File: src/include/scc_pkg.sv
// Constants and types for the sampler cycle controller.
// Assumes a 20 MHz system clock; all times derive from CLK_HZ.
package scc_pkg;
  // ==========================================
  // Clock and timing
  localparam int CLK_HZ     = 20_000_000;
  localparam int DEB_US     = 100;
  // Least time, so round up to whole cycles
  localparam int DEB_CYC    = (DEB_US * CLK_HZ + 999_999) / 1_000_000;
  localparam int DEB_W      = 12;
  localparam int STALL_MS   = 2000;
  localparam int STALL_DEF  = STALL_MS * (CLK_HZ / 1000);
  localparam int STALL_W    = 26;
  // ==========================================
  // Input vector positions
  localparam int N_IN       = 5;
  localparam int IX_TRIG    = 0;
  localparam int IX_FLUID   = 1;
  localparam int IX_FULL    = 2;
  localparam int IX_LID     = 3;
  localparam int IX_ROT     = 4;
  // ==========================================
  // Pump, spout and counter sizes
  localparam int PULSES_REV = 16;
  localparam int SUB_W      = 4;
  localparam int REV_W      = 24;
  localparam int CNT_W      = 16;
  localparam int RINSE_W    = 4;
  localparam int BOTTLES    = 24;
  localparam int STEP_DEG   = 15;
  localparam int BOT_W      = 5;
  localparam logic [BOT_W-1:0] LAST_BOT = BOT_W'(BOTTLES - 1);
  localparam logic AUTO_RESTART_ON = 1'b1;
  // ==========================================
  // Cycle sequencer states
  typedef enum logic [3:0] {
    ST_IDLE, ST_PURGE, ST_RDRAW, ST_RPURGE, ST_DRAW,
    ST_RETRY, ST_FILL, ST_POST, ST_STEP
  } scc_state_t;
endpackage

File: src/include/scc_if.sv
// Carrier between sequencer, input conditioner and pump monitor.
// All signals live in the i_clk_sys domain.
`timescale 1ns/100ps
interface scc_if import scc_pkg::*; ();
  logic             trig;
  logic             fluid;
  logic             full;
  logic             lid_open;
  logic             rot_pulse;
  logic             motor_on;
  logic             rot_fault;
  logic             wear_warn;
  logic [REV_W-1:0] rev_total;
  modport deb (output trig, fluid, full, lid_open, rot_pulse);
  modport rot (input rot_pulse, motor_on,
               output rot_fault, wear_warn, rev_total);
  modport ctl (input trig, fluid, full, lid_open, rot_pulse,
               rot_fault, wear_warn, rev_total, output motor_on);
endinterface

File: src/rtl/scc_debounce.sv
// Synchroniser and debouncer for the switch and sensor inputs.
// Raw inputs are active high; a level must hold DEB_CYC cycles.
`timescale 1ns/100ps
module scc_debounce import scc_pkg::*; (
  // Clock and reset
  input  wire logic            i_clk_sys,
  input  wire logic            i_rst,
  // Raw inputs
  input  wire logic [N_IN-1:0] i_raw,
  // Clean levels out
  scc_if.deb                   sens
);
  logic [N_IN-1:0] s1_reg;
  logic [N_IN-1:0] s2_reg;
  logic [N_IN-1:0] clean_reg;
  logic            rot_d_reg;
  logic            rot_pulse_reg;

  // ==========================================
  // Two-stage synchroniser
  always_ff @(posedge i_clk_sys or posedge i_rst) begin
    if (i_rst) begin
      s1_reg <= '0;
      s2_reg <= '0;
    end else begin
      s1_reg <= i_raw;
      s2_reg <= s1_reg;
    end
  end

  // ==========================================
  // Per-input stability counter
  genvar g;
  generate
    for (g = 0; g < N_IN; g++) begin : g_deb
      logic [DEB_W-1:0] cnt_reg;
      always_ff @(posedge i_clk_sys or posedge i_rst) begin
        if (i_rst) begin
          cnt_reg      <= '0;
          clean_reg[g] <= 1'b0;
        end else if (s2_reg[g] == clean_reg[g]) begin
          cnt_reg <= '0;
        end else if (cnt_reg == DEB_W'(DEB_CYC - 1)) begin
          cnt_reg      <= '0;
          clean_reg[g] <= s2_reg[g];
        end else begin
          cnt_reg <= cnt_reg + 1'b1;
        end
      end
    end
  endgenerate

  // ==========================================
  // One-cycle event per rotation slot
  always_ff @(posedge i_clk_sys or posedge i_rst) begin
    if (i_rst) begin
      rot_d_reg     <= 1'b0;
      rot_pulse_reg <= 1'b0;
    end else begin
      rot_d_reg     <= clean_reg[IX_ROT];
      rot_pulse_reg <= clean_reg[IX_ROT] & ~rot_d_reg;
    end
  end

  assign sens.trig      = clean_reg[IX_TRIG];
  assign sens.fluid     = clean_reg[IX_FLUID];
  assign sens.full      = clean_reg[IX_FULL];
  assign sens.lid_open  = clean_reg[IX_LID];
  assign sens.rot_pulse = rot_pulse_reg;
endmodule // scc_debounce

File: src/rtl/scc_rot_mon.sv
// Pump rotation monitor: stall watchdog and revolution tally.
// Expects one rot_pulse per slot of the shaft disk.
`timescale 1ns/100ps
module scc_rot_mon import scc_pkg::*; #(
  parameter int STALL_CYC = STALL_DEF
) (
  // Clock and reset
  input  wire logic             i_clk_sys,
  input  wire logic             i_rst,
  // Control
  input  wire logic             i_fault_clr,
  input  wire logic [REV_W-1:0] i_wear_limit,
  // Pump side
  scc_if.rot                    pm
);
  logic [STALL_W-1:0] stall_reg;
  logic [SUB_W-1:0]   sub_reg;
  logic [REV_W-1:0]   rev_reg;
  logic               fault_reg;
  logic               wear_reg;
  logic               stall_hit;

  assign stall_hit = (stall_reg == STALL_W'(STALL_CYC));

  // ==========================================
  // Stall watchdog, runs only while driven
  always_ff @(posedge i_clk_sys or posedge i_rst) begin
    if (i_rst) begin
      stall_reg <= '0;
    end else if (!pm.motor_on || pm.rot_pulse) begin
      stall_reg <= '0;
    end else if (!stall_hit) begin
      stall_reg <= stall_reg + 1'b1;
    end
  end

  // Set wins over clear
  always_ff @(posedge i_clk_sys or posedge i_rst) begin
    if (i_rst) begin
      fault_reg <= 1'b0;
    end else if (stall_hit) begin
      fault_reg <= 1'b1;
    end else if (i_fault_clr) begin
      fault_reg <= 1'b0;
    end
  end

  // ==========================================
  // Revolution tally for tubing wear
  always_ff @(posedge i_clk_sys or posedge i_rst) begin
    if (i_rst) begin
      sub_reg <= '0;
      rev_reg <= '0;
    end else if (pm.rot_pulse) begin
      sub_reg <= sub_reg + 1'b1;
      if (sub_reg == SUB_W'(PULSES_REV - 1)) begin
        rev_reg <= rev_reg + 1'b1;
      end
    end
  end

  always_ff @(posedge i_clk_sys or posedge i_rst) begin
    if (i_rst) begin
      wear_reg <= 1'b0;
    end else begin
      wear_reg <= (rev_reg >= i_wear_limit);
    end
  end

  assign pm.rot_fault = fault_reg;
  assign pm.wear_warn = wear_reg;
  assign pm.rev_total = rev_reg;
endmodule // scc_rot_mon

File: src/rtl/scc_cycle_ctl.sv
// Sample cycle sequencer for a peristaltic liquid sampler.
// Field inputs are raw switch levels, active high (i_lid_closed_sw high reads as lid open), synchronised to i_clk_sys inside.
// Function
// - see: cycle relay closed during each cycle
// - see: two draw attempts before missed sample
// - see: missed relay at end, cleared next cycle
// - see: full/end relay on single-bottle full or last bottle
// - see: auto restart setting resumes after outage
// - see: purge counter-clockwise, draw clockwise
// - see: rotation pulse equals sixteenth revolution
// - see: volume measured by rotation pulse count
// - see: running revolution total warns tubing wear
// - see: no pulses while driven stops motor, faults
// - see: lid absent blocks pump, raises fault
// - see: single bottle full stops new draws
// - see: spout steps clockwise one bottle, 15 deg
// - see: every cycle begins with intake purge
// - see: each rinse draws to fluid, then purges
// - see: draw uses fluid sensor plus pulse count
`timescale 1ns/100ps
module scc_cycle_ctl import scc_pkg::*; #(
  parameter int STALL_CYC = STALL_DEF
) (
  // Clock and reset
  input  wire logic             i_clk_sys,
  input  wire logic             i_rst,
  // Field inputs
  input  wire logic             i_trig,
  input  wire logic             i_fluid,
  input  wire logic             i_full,
  input  wire logic             i_lid_closed_sw,
  input  wire logic             i_rot,
  // Configuration
  input  wire logic             i_multi,
  input  wire logic [RINSE_W-1:0] i_rinses,
  input  wire logic [CNT_W-1:0] i_purge_pulses,
  input  wire logic [CNT_W-1:0] i_draw_max,
  input  wire logic [CNT_W-1:0] i_vol_pulses,
  input  wire logic [REV_W-1:0] i_wear_limit,
  input  wire logic             i_auto_restart,
  // Operator controls
  input  wire logic             i_run,
  input  wire logic             i_halt,
  input  wire logic             i_seq_reset,
  input  wire logic             i_fault_clr,
  input  wire logic             i_msg_clr,
  // Pump and spout drive
  output logic                  o_motor_on,
  output logic                  o_motor_cw,
  output logic                  o_step,
  output logic                  o_step_cw,
  output logic [BOT_W-1:0]      o_bottle,
  // Relays
  output logic                  o_relay_cycle,
  output logic                  o_relay_missed,
  output logic                  o_relay_full,
  // Status
  output logic                  o_running,
  output logic                  o_lid_fault,
  output logic                  o_rotation_feedback_fault_msg,
  output logic                  o_supply_dropout_msg,
  output logic                  o_wear_warn,
  output logic [REV_W-1:0]      o_rev_total
);
  scc_if sif ();

  scc_state_t       state_reg, state_next;
  logic [CNT_W-1:0] seg_reg;
  logic [RINSE_W-1:0] rinse_reg, rinse_next;
  logic             att_reg, att_next;
  logic             miss_reg, miss_next;
  logic             end_evt, step_evt, last_evt;
  logic             trig_d_reg, boot_reg, run_reg, msg_reg;
  logic             motor_reg, cw_reg, step_reg, lid_reg;
  logic             rcyc_reg, rmiss_reg, rfull_reg;
  logic [BOT_W-1:0] bot_reg;
  logic             start_go, can_start, active, purge_done;
  logic             draw_lim, vol_done;

  // ==========================================
  // Input conditioning and pump monitor
  scc_debounce u_deb (
    .i_clk_sys (i_clk_sys),
    .i_rst     (i_rst),
    .i_raw     ({i_rot, i_lid_closed_sw, i_full, i_fluid, i_trig}),
    .sens      (sif.deb)
  );

  scc_rot_mon #(.STALL_CYC(STALL_CYC)) u_rot (
    .i_clk_sys    (i_clk_sys),
    .i_rst        (i_rst),
    .i_fault_clr  (i_fault_clr),
    .i_wear_limit (i_wear_limit),
    .pm           (sif.rot)
  );

  // ==========================================
  // Power-up: resume only when configured to
  // Strap is caught after release, not under reset
  always_ff @(posedge i_clk_sys or posedge i_rst) begin
    if (i_rst) begin
      boot_reg <= 1'b1;
      run_reg  <= 1'b0;
      msg_reg  <= 1'b0;
    end else if (boot_reg) begin
      boot_reg <= 1'b0;
      run_reg  <= (i_auto_restart == AUTO_RESTART_ON);
      msg_reg  <= 1'b1;
    end else begin
      if (i_halt) begin
        run_reg <= 1'b0;
      end else if (i_run) begin
        run_reg <= 1'b1;
      end
      if (i_msg_clr) begin
        msg_reg <= 1'b0;
      end
    end
  end

  // ==========================================
  // Start qualification
  always_ff @(posedge i_clk_sys or posedge i_rst) begin
    if (i_rst) begin
      trig_d_reg <= 1'b0;
    end else begin
      trig_d_reg <= sif.trig;
    end
  end

  assign can_start = run_reg && !rfull_reg && !sif.rot_fault &&
                     !(!i_multi && sif.full);
  assign start_go  = (state_reg == ST_IDLE) && sif.trig &&
                     !trig_d_reg && can_start;
  assign purge_done = (seg_reg >= i_purge_pulses);
  assign draw_lim   = (seg_reg >= i_draw_max);
  assign vol_done   = (seg_reg >= i_vol_pulses);

  // ==========================================
  // Cycle sequencer
  always_comb begin
    state_next = state_reg;
    rinse_next = rinse_reg;
    att_next   = att_reg;
    miss_next  = miss_reg;
    end_evt    = 1'b0;
    step_evt   = 1'b0;
    last_evt   = 1'b0;
    case (state_reg)
      ST_IDLE: begin
        if (start_go) begin
          state_next = ST_PURGE;
          rinse_next = i_rinses;
          att_next   = 1'b0;
          miss_next  = 1'b0;
        end
      end
      ST_PURGE: begin
        if (purge_done) begin
          state_next = (rinse_reg != '0) ? ST_RDRAW : ST_DRAW;
        end
      end
      ST_RDRAW: begin
        // Dry rinse gives up at the draw limit
        if (sif.fluid || draw_lim) begin
          state_next = ST_RPURGE;
        end
      end
      ST_RPURGE: begin
        if (purge_done) begin
          rinse_next = rinse_reg - 1'b1;
          state_next = (rinse_reg == 4'h1) ? ST_DRAW : ST_RDRAW;
        end
      end
      ST_DRAW: begin
        if (sif.fluid) begin
          state_next = ST_FILL;
        end else if (draw_lim && !att_reg) begin
          att_next   = 1'b1;
          state_next = ST_RETRY;
        end else if (draw_lim) begin
          miss_next  = 1'b1;
          state_next = ST_POST;
        end
      end
      ST_RETRY: begin
        if (purge_done) begin
          state_next = ST_DRAW;
        end
      end
      ST_FILL: begin
        // Count runs from the moment fluid reached the sensor
        if (vol_done) begin
          state_next = ST_POST;
        end
      end
      ST_POST: begin
        if (purge_done && i_multi && bot_reg == LAST_BOT) begin
          last_evt   = 1'b1;
          end_evt    = 1'b1;
          state_next = ST_IDLE;
        end else if (purge_done && i_multi) begin
          state_next = ST_STEP;
        end else if (purge_done) begin
          end_evt    = 1'b1;
          state_next = ST_IDLE;
        end
      end
      ST_STEP: begin
        step_evt   = 1'b1;
        end_evt    = 1'b1;
        state_next = ST_IDLE;
      end
      default: begin
        state_next = ST_IDLE;
      end
    endcase
    // Rotation fault abandons the cycle as missed
    if (state_reg != ST_IDLE && sif.rot_fault) begin
      state_next = ST_IDLE;
      miss_next  = 1'b1;
      end_evt    = 1'b1;
      step_evt   = 1'b0;
      last_evt   = 1'b0;
    end
  end

  always_ff @(posedge i_clk_sys or posedge i_rst) begin
    if (i_rst) begin
      state_reg <= ST_IDLE;
      rinse_reg <= '0;
      att_reg   <= 1'b0;
      miss_reg  <= 1'b0;
    end else begin
      state_reg <= state_next;
      rinse_reg <= rinse_next;
      att_reg   <= att_next;
      miss_reg  <= miss_next;
    end
  end

  // Pulses per segment; saturates rather than wraps
  always_ff @(posedge i_clk_sys or posedge i_rst) begin
    if (i_rst) begin
      seg_reg <= '0;
    end else if (state_next != state_reg) begin
      seg_reg <= '0;
    end else if (sif.rot_pulse && seg_reg != '1) begin
      seg_reg <= seg_reg + 1'b1;
    end
  end

  // ==========================================
  // Pump motor drive, gated by lid and fault
  assign active = (state_reg != ST_IDLE) && (state_reg != ST_STEP);
  assign sif.motor_on = motor_reg;

  always_ff @(posedge i_clk_sys or posedge i_rst) begin
    if (i_rst) begin
      motor_reg <= 1'b0;
      cw_reg    <= 1'b0;
      lid_reg   <= 1'b0;
    end else begin
      motor_reg <= active && !sif.lid_open
                   && !sif.rot_fault;
      cw_reg    <= (state_reg == ST_RDRAW) || (state_reg == ST_DRAW)
                   || (state_reg == ST_FILL);
      lid_reg   <= sif.lid_open;
    end
  end

  // ==========================================
  // Alarm relays and spout
  always_ff @(posedge i_clk_sys or posedge i_rst) begin
    if (i_rst) begin
      rcyc_reg  <= 1'b0;
      rmiss_reg <= 1'b0;
      rfull_reg <= 1'b0;
    end else begin
      rcyc_reg <= (state_next != ST_IDLE);
      if (end_evt && miss_next) begin
        rmiss_reg <= 1'b1;
      end else if (start_go) begin
        rmiss_reg <= 1'b0;
      end
      // Set wins over the sequence reset
      if (last_evt || (!i_multi && sif.full)) begin
        rfull_reg <= 1'b1;
      end else if (i_seq_reset) begin
        rfull_reg <= 1'b0;
      end
    end
  end

  // Spout only turns one way; no homing logic here
  always_ff @(posedge i_clk_sys or posedge i_rst) begin
    if (i_rst) begin
      bot_reg  <= '0;
      step_reg <= 1'b0;
    end else begin
      step_reg <= step_evt;
      if (step_evt) begin
        bot_reg <= bot_reg + 1'b1;
      end else if (i_seq_reset && state_reg == ST_IDLE) begin
        bot_reg <= '0;
      end
    end
  end

  // ==========================================
  // Outputs
  assign o_motor_on     = motor_reg;
  assign o_motor_cw     = cw_reg;
  assign o_step         = step_reg;
  assign o_step_cw      = run_reg | ~run_reg;
  assign o_bottle       = bot_reg;
  assign o_relay_cycle  = rcyc_reg;
  assign o_relay_missed = rmiss_reg;
  assign o_relay_full   = rfull_reg;
  assign o_running      = run_reg;
  assign o_lid_fault    = lid_reg;
  assign o_rotation_feedback_fault_msg = sif.rot_fault;
  assign o_supply_dropout_msg = msg_reg;
  assign o_wear_warn    = sif.wear_warn;
  assign o_rev_total    = sif.rev_total;
endmodule // scc_cycle_ctl

File: config.mk
export PLATFORM = sky130hd
export DESIGN_NAME = scc_cycle_ctl
export DESIGN_NICKNAME = d
export VERILOG_FILES = /design/src/include/scc_pkg.sv /design/src/include/scc_if.sv /design/src/rtl/scc_debounce.sv /design/src/rtl/scc_rot_mon.sv /design/src/rtl/scc_cycle_ctl.sv
export SDC_FILE = /design/constraint.sdc
export NUM_CORES = 1
export LEC_CHECK = 0
export BUFFER_PORTS_ARGS = -buffer_cell sky130_fd_sc_hd__buf_2
export CAP_MARGIN = 25
export CORE_MARGIN = 2
export CORE_UTILIZATION = 40
export DETAILED_ROUTE_END_ITERATION = 8
export GPL_TIMING_DRIVEN = 0
export HOLD_SLACK_MARGIN = 0.15
export PLACE_DENSITY = 0.63
export SLEW_MARGIN = 0
export SYNTH_ARGS = -nofsm -noshare
export SYNTH_HDL_FRONTEND = slang
export SYNTH_SLANG_ARGS = --single-unit
export TNS_END_PERCENT = 20
File: constraint.sdc
create_clock -name i_clk_sys -period 5.6 [get_ports i_clk_sys]
set_input_delay 0.28 -clock i_clk_sys [delete_from_list [all_inputs] [get_ports i_clk_sys]]
set_output_delay 0.28 -clock i_clk_sys [all_outputs]
set_load 0.05 [all_outputs]
==> flow_metrics.tcl, run 1 <==
set metrics [dict create \
    tns_ns 0 \
    period_needed_ns 3.12 \
    rsz0062_at_grt "no" \
    synth.avg_cell_area_um2 9.62 \
    path_max_fanout 6 \
    synth_common_cells "dfrtp_1, nor2_1, inv_1" \
    hold_viol 0 \
    ant_nets 0 \
    die_w_um 162 \
    clock-sinks 175 \
    io_pins 131 \
    min_period_over_period_pct 55.7 \
    grt_pass1_wl_mm 36.0 \
    drt_iter0_markers 510 \
    total_power_mw 2.62 \
    syn-instance-count 1036 \
    grt_overflow 0 \
    syn_area_um2 9970 \
    syn2layout_area_growth_pct 18.0 \
    initial_core_util_pct 40.9 \
    async_flop_share_pct 100 \
    start_kind "register" \
    die_height_um 162 \
    fin_nets 1372 \
    wirelength_mm 21.0 \
    dieArea_um2 26200 \
    synth_cell_type_count 66 \
    cp.required_ns 5.88 \
    p_leak_nw 5.79 \
    ys_seq_elements 175 \
    status "finished clean" \
    yosys.area.top_type "dfrtp_1" \
    r2r-end "o_relay_cycle" \
    clk_pin_slew_ns 0.07 \
    routabilityCongestion 0.853 \
    ys_top_cells_by_area "dfrtp_1, ha_1, xor2_1" \
    cts_tree "done" \
    grt_use_total_pct 16.6 \
    hpwlAfterDp_mm 15.5 \
    reg2reg_slack_ns 2.48 \
    vias_per_cell 5.14 \
    grt_pass1_vias 7640 \
    yosysMostFrequentCell "dfrtp_1" \
    cp_data_arrival_time_ns 3.40 \
    cts_buffers 17 \
    p_per_area_nw_per_um2 223 \
    wl_per_cell_um 13.7 \
    synthFlopType "dfrtp_1" \
    num_antenna_cells 0 \
    max_freq_mhz 320 \
    synth_nets 1211 \
    r2r_start "seg_reg[0]" \
    vias 7892 \
    synth_edf_count 0 \
    cts_root_buffer "clkbuf_16" \
    r2r_cells 9 \
    drive_gt1_share_pct 16.6 \
    dr.pass1.iters 5 \
    grt_antenna_before_repair 0 \
    synth_top_cell_area_share_pct 43.7 \
    irDropWorstVdd_mv 0.154 \
    route.detailed.drc 0 \
    slew_headroom_pct 49.9 \
    end_kind "register" \
    startpoint "seg_reg[0]" \
    maxSlewViolCount 0 \
    endpoint "o_relay_cycle" \
    clk_latency_ns 0.43 \
    h-tree-depth 4 \
    finClkSkew_ns 0.0116 \
    rows 57 \
    yosysSeqAreaShare_pct 43.9 \
    core_area_um2 24400 \
    largest_reg_flops 60 \
    yosys_warnings 0 \
    io_buffers 129 \
    fillers 2375 \
    grt_max_degree 98 \
    cap_viol_max_count 0 \
    cts_buffer_depth 2 \
    setup_viol 0 \
    worstMarginPinSlew_ns 0.744 \
    path_class "reg -> reg" \
    min_path_type "in -> reg" \
]
[metrics by stage]
step                utilization, %  hold slack [ns]  setup WS, ns  std cells  instance area (um^2)
detailed placement            45.3            0.335          2.40       1491                 11100
global route                  48.2            0.183          2.17       1534                 11800
floorplan                        -            0.311         0.576       1036                  9970
CTS                           48.2            0.151          2.40       1534                 11800
global placement              45.2            0.332         -1.66       1489                 11000
finish                        48.2            0.170          2.48       1534                 11800
[worst min-delay path by stage]
| stage | startpoint | end | slack, ns | cells after the start |
|---|---|---|---|---|
| after global placement | u_deb.s1_reg[2] | u_deb.s2_reg[2] | 0.33 | 0 |
| after detailed placement | u_deb.s1_reg[2] | u_deb.s2_reg[2] | 0.33 | 0 |
| final | i_rinses[0] | rinse_reg[0] | 0.17 | 3 |
| after CTS | i_rinses[0] | rinse_reg[0] | 0.15 | 3 |
| after floorplan | i_trig | u_deb.s1_reg[0] | 0.31 | 0 |
| after global routing | i_rinses[2] | rinse_reg[2] | 0.18 | 3 |
[layer usage]
layer	vias to the layer above	GRT usage, %	part of all wire, %
met2	162	26.8	45
met1	3769	23.3	49
met4	0	3.90	1.1
li1	3941	-	-
met3	20	2.96	4.5
met5	-	0	0
[cells by family (layout without fill, tap and decap cells)]
logic type      count (synthesis)  after routing  share of synthesized area [%]
mux                             8              8                          0.878
flops                         175            175                           43.9
simple gates                  386            386                           20.5
buf+inv                       119            293                           4.77
fa+ha+maj                      85             85                           10.7
xor+xnor                      101            101                           8.87
other cells                     2              2                         0.0753
compound gates                160            160                           10.3
[power breakdown]
group	switching, mW	internal [mW]
Combinational	0.0803	0.0589
Clock	0.558	0.638
Sequential	0.00952	1.28
Total	0.647	1.97
[critical path, stage by stage (launching register included)]
cell	delay, ns
dfrtp_1	0.47
inv_1	0.13
ha_1	0.27
nand2b_1	0.14
a2111oi_0	0.61
or4_4	0.28
a31o_4	0.20
nand3_1	0.08
o21a_1	0.23
or4_1	0.56
[area by class of cell]
type | count | area, um^2 | area share, %
sequential | 175 | 4380 | 37.2
clock buffer | 17 | 425 | 3.62
timing repair buffer | 142 | 788 | 6.70
inverter | 100 | 383 | 3.25
multi-input combinational | 742 | 5110 | 43.5
clock inverter | 15 | 171 | 1.46
buffer | 19 | 100 | 0.851
tap | 324 | 405 | 3.44
[layout by cell type, fill, tap and decap left out, drive strengths merged, types with 8 or more instances in the layout]
cell type    synthesis  final
nor2               108    108
xnor2               47     47
nand2b               8      8
or3                 24     24
buf                  7    138
a21o                10     10
inv                100    108
dlygate4sd3          0     11
nand2               66     66
nor4                25     25
nand3               46     46
nor4b                9      9
nand4               41     41
dfrtp              174    174
and3                18     18
o21ai               54     54
nor3                15     15
and4                 8      8
clkbuf              12     29
a21oi               48     48
o21a                 9      9
xor2                54     54
ha                  85     85
[what timing repair did]
action	CTS	global route
setup buffers	0	0
hold buffers	11	0
endpoints found under the setup margin	0	0
endpoints found under the hold margin	87	0
gates resized for setup	0	0
Note: power is estimated with default switching activity, not from simulation.
==> inputs of run 2 (changes only) <==
--- a/config.mk
+++ b/config.mk
@@ -5,6 +5,7 @@
 export SDC_FILE = /design/constraint.sdc
 export NUM_CORES = 1
 export LEC_CHECK = 0
+export ABC_AREA = 1
 export BUFFER_PORTS_ARGS = -buffer_cell sky130_fd_sc_hd__buf_2
 export CAP_MARGIN = 25
 export CORE_MARGIN = 2
@@ -12,7 +13,7 @@
 export DETAILED_ROUTE_END_ITERATION = 8
 export GPL_TIMING_DRIVEN = 0
 export HOLD_SLACK_MARGIN = 0.15
-export PLACE_DENSITY = 0.63
+export PLACE_DENSITY = 0.65
 export SLEW_MARGIN = 0
 export SYNTH_ARGS = -nofsm -noshare
 export SYNTH_HDL_FRONTEND = slang
==> constraint.sdc (replaced) <==
create_clock -name i_clk_sys -period 2.8 [get_ports i_clk_sys]
set_input_delay 0.14 -clock i_clk_sys [delete_from_list [all_inputs] [get_ports i_clk_sys]]
set_output_delay 0.14 -clock i_clk_sys [all_outputs]
set_load 0.05 [all_outputs]
==> flow_metrics.tcl, run 2 <==
set metrics [dict create \
    synthFlopType "dfrtp_1" \
    drt_iter0_markers 349 \
    max_freq_mhz 394 \
    grt_max_degree 42 \
    rsz0062_at_grt "no" \
    grt_use_total_pct 16.2 \
    mostFrequentLayoutCells "inv_1, nand2_1, dfrtp_1" \
    cts_buffers 17 \
    min_path_type "in -> reg" \
    cp_data_arrival_time_ns 2.88 \
    period_needed_ns 2.54 \
    yosys.area.top_type "dfrtp_1" \
    path_max_fanout 9 \
    synth_cell_type_count 47 \
    grt_pass1_vias 8154 \
    finClkSkew_ns 0.0128 \
    cts_buffer_depth 2 \
    grt_pass1_wl_mm 35.9 \
    wl_per_cell_um 11.8 \
    crit_slowest_cell "dfrtp_1" \
    cp_slowest_stage_delay_ns 0.45 \
    dr.pass1.iters 5 \
    num_antenna_cells 0 \
    synth_common_cells "inv_1, nand2_1, dfrtp_1" \
    path_cells "ha_1 > nand2_1 > o21ai_0 > a21oi_2 > nand2_4 > clkinv_1 > nor2_1 > nand2_1 > nand2_1 > inv_1 > nand2_1 > nor2_1 > nand3_2 > buf_4 > nor3_1" \
    syn2layout_area_growth_pct 19.1 \
    reg2reg_slack_ns 0.26 \
    ys_seq_elements 175 \
    cts_tree "done" \
    ys_top_cells_by_area "dfrtp_1, ha_1, inv_1" \
    start_kind "register" \
    end_kind "register" \
    fin_nets 1589 \
    irDropWorstVdd_mv 0.416 \
    p_per_area_nw_per_um2 434 \
    hpwlAfterDp_mm 16.3 \
    largest_reg_flops 60 \
    yosysSeqAreaShare_pct 42.5 \
    route.detailed.drc 0 \
    die_height_um 165 \
    worstMarginPinSlew_ns 0.559 \
    r2r_cells 15 \
    h-tree-depth 4 \
    status "finished clean" \
    hold_viol 0 \
    endpoint "seg_reg[14]" \
    routabilityCongestion 0.853 \
    path_class "reg -> reg" \
    post-route-util_pct 48.6 \
    clk_latency_ns 0.43 \
    slew_headroom_pct 62.6 \
    setup_viol 0 \
    initial_core_util_pct 40.8 \
    async_flop_share_pct 100 \
    startpoint "seg_reg[15]" \
    hold_path.startpoint "i_multi" \
    cpMostUsedCell "nand2_1" \
    cts_root_buffer "clkbuf_16" \
    total_power_mw 5.33 \
    p_leak_nw 6.21 \
    dieArea_um2 27100 \
    vias 8390 \
    ant_nets 0 \
    synth_nets 1418 \
    syn_area_um2 10300 \
    yosys_warnings 0 \
    synth.avg_cell_area_um2 8.30 \
    io_pins 131 \
    grt_overflow 0 \
    wirelength_mm 20.8 \
    clk_pin_slew_ns 0.07 \
    maxSlewViolCount 0 \
    cap_viol_max_count 0 \
    hold_slack_ns 0.176 \
    synth_top_cell_area_share_pct 42.2 \
    vias_per_cell 4.78 \
    grt_antenna_before_repair 0 \
    rows 58 \
    clock-sinks 175 \
    min_period_over_period_pct 90.6 \
    cp.required_ns 3.14 \
    die_w_um 165 \
    syn-instance-count 1243 \
    core_area_um2 25300 \
    yosysMostFrequentCell "inv_1" \
    synth_edf_count 0 \
    r2r_start "seg_reg[15]" \
    r2r-end "seg_reg[14]" \
    drive_gt1_share_pct 16.5 \
    final_common_cell "inv_1" \
    io_buffers 129 \
]
run 2: cell types whose count changed after synthesis, moves of 13 or more:
cell and delta:
nor2_1 +15, inv_1 +119, a21oi_1 +41, nor3_1 +48
nand3_1 +13, or3_1 -24, nor3_2 +13, nand4_1 -20
nand2_1 +127, xnor2_1 -28
run 2: worst max-delay path: cells and delay by family (launching register included):
family                   cells  cell delay, ns
adder cells (fa/ha/maj)      1            0.32
AND/OR/NAND/NOR              9            0.94
flip-flops                   1            0.45
buffers and inverters        3            0.32
AO/OA/AOI/OAI                2            0.42
run 2: worst min-delay path by stage:
| stage | cells past startpoint | slack, ns | end |
|---|---|---|---|
| after floorplan | 0 | 0.17 | u_deb.s1_reg[0] |
| after global placement | 1 | 0.25 | u_deb.s1_reg[0] |
| after detailed placement | 2 | 0.23 | o_bottle[3] |
| after CTS | 5 | 0.16 | state_reg[3] |
| after global routing | 5 | 0.19 | o_relay_missed |
| final | 5 | 0.18 | state_reg[3] |
run 2: stage by stage:
step	setup WS, ns	area (um^2)	TNS (ns)	cells
6_report	0.263	12300	0	1757
4_1_cts	0.122	12300	0	1755
3_3_place_gp	-0.757	11400	-129.26	1702
5_1_grt	0.0132	12300	0	1757
2_1_floorplan	0.422	10300	0	1243
3_5_place_dp	0.148	11500	0	1707
run 2: cells by family (layout without fill, tap and decap cells):
| logic type | Yosys count | after routing | synth area share [%] |
|---|---|---|---|
| AO/OA/AOI/OAI | 153 | 153 | 8.09 |
| other | 2 | 2 | 0.0728 |
| flip-flops | 175 | 175 | 42.5 |
| multiplexers | 5 | 5 | 0.546 |
| AND/OR/NAND/NOR | 528 | 528 | 24.6 |
| adder cells (fa/ha/maj) | 85 | 85 | 10.3 |
| XOR/XNOR | 62 | 62 | 5.26 |
| buffers and inverters | 233 | 417 | 8.67 |
run 2: final cells by class:
cell class / count / area (um^2)
clock buffers: 18 / 429
inverters: 226 / 852
well taps: 330 / 413
multi-input cells: 835 / 5050
clock inverters: 14 / 178
plain buffers: 7 / 46.3
flip-flops and latches: 175 / 4390
fillers: 2402 / 13000
repair buffers: 152 / 928
run 2: metal layers:
layer	part of all wire, %	track usage, %	up-vias
li1	-	-	4381
met4	1.1	3.68	0
met5	0	0	-
met3	4.8	3.52	17
met2	46	27.5	141
met1	48	21.1	3851
run 2: repair_timing:
item / in CTS / in global routing
buffers inserted: 0 / 2
resized for setup: 0 / 8
hold buffers: 16 / 0
setup endpoints to repair: 0 / 14
endpoints found under the hold margin: 54 / 0
run 2: power breakdown:
group          leakage (nW)  total [mW]  switching, mW  internal, mW
clock                 0.284        2.45           1.03          1.42
sequential             2.36        2.57         0.0177          2.56
combinational          3.56       0.304          0.172         0.132
total                  6.21        5.33           1.22          4.11
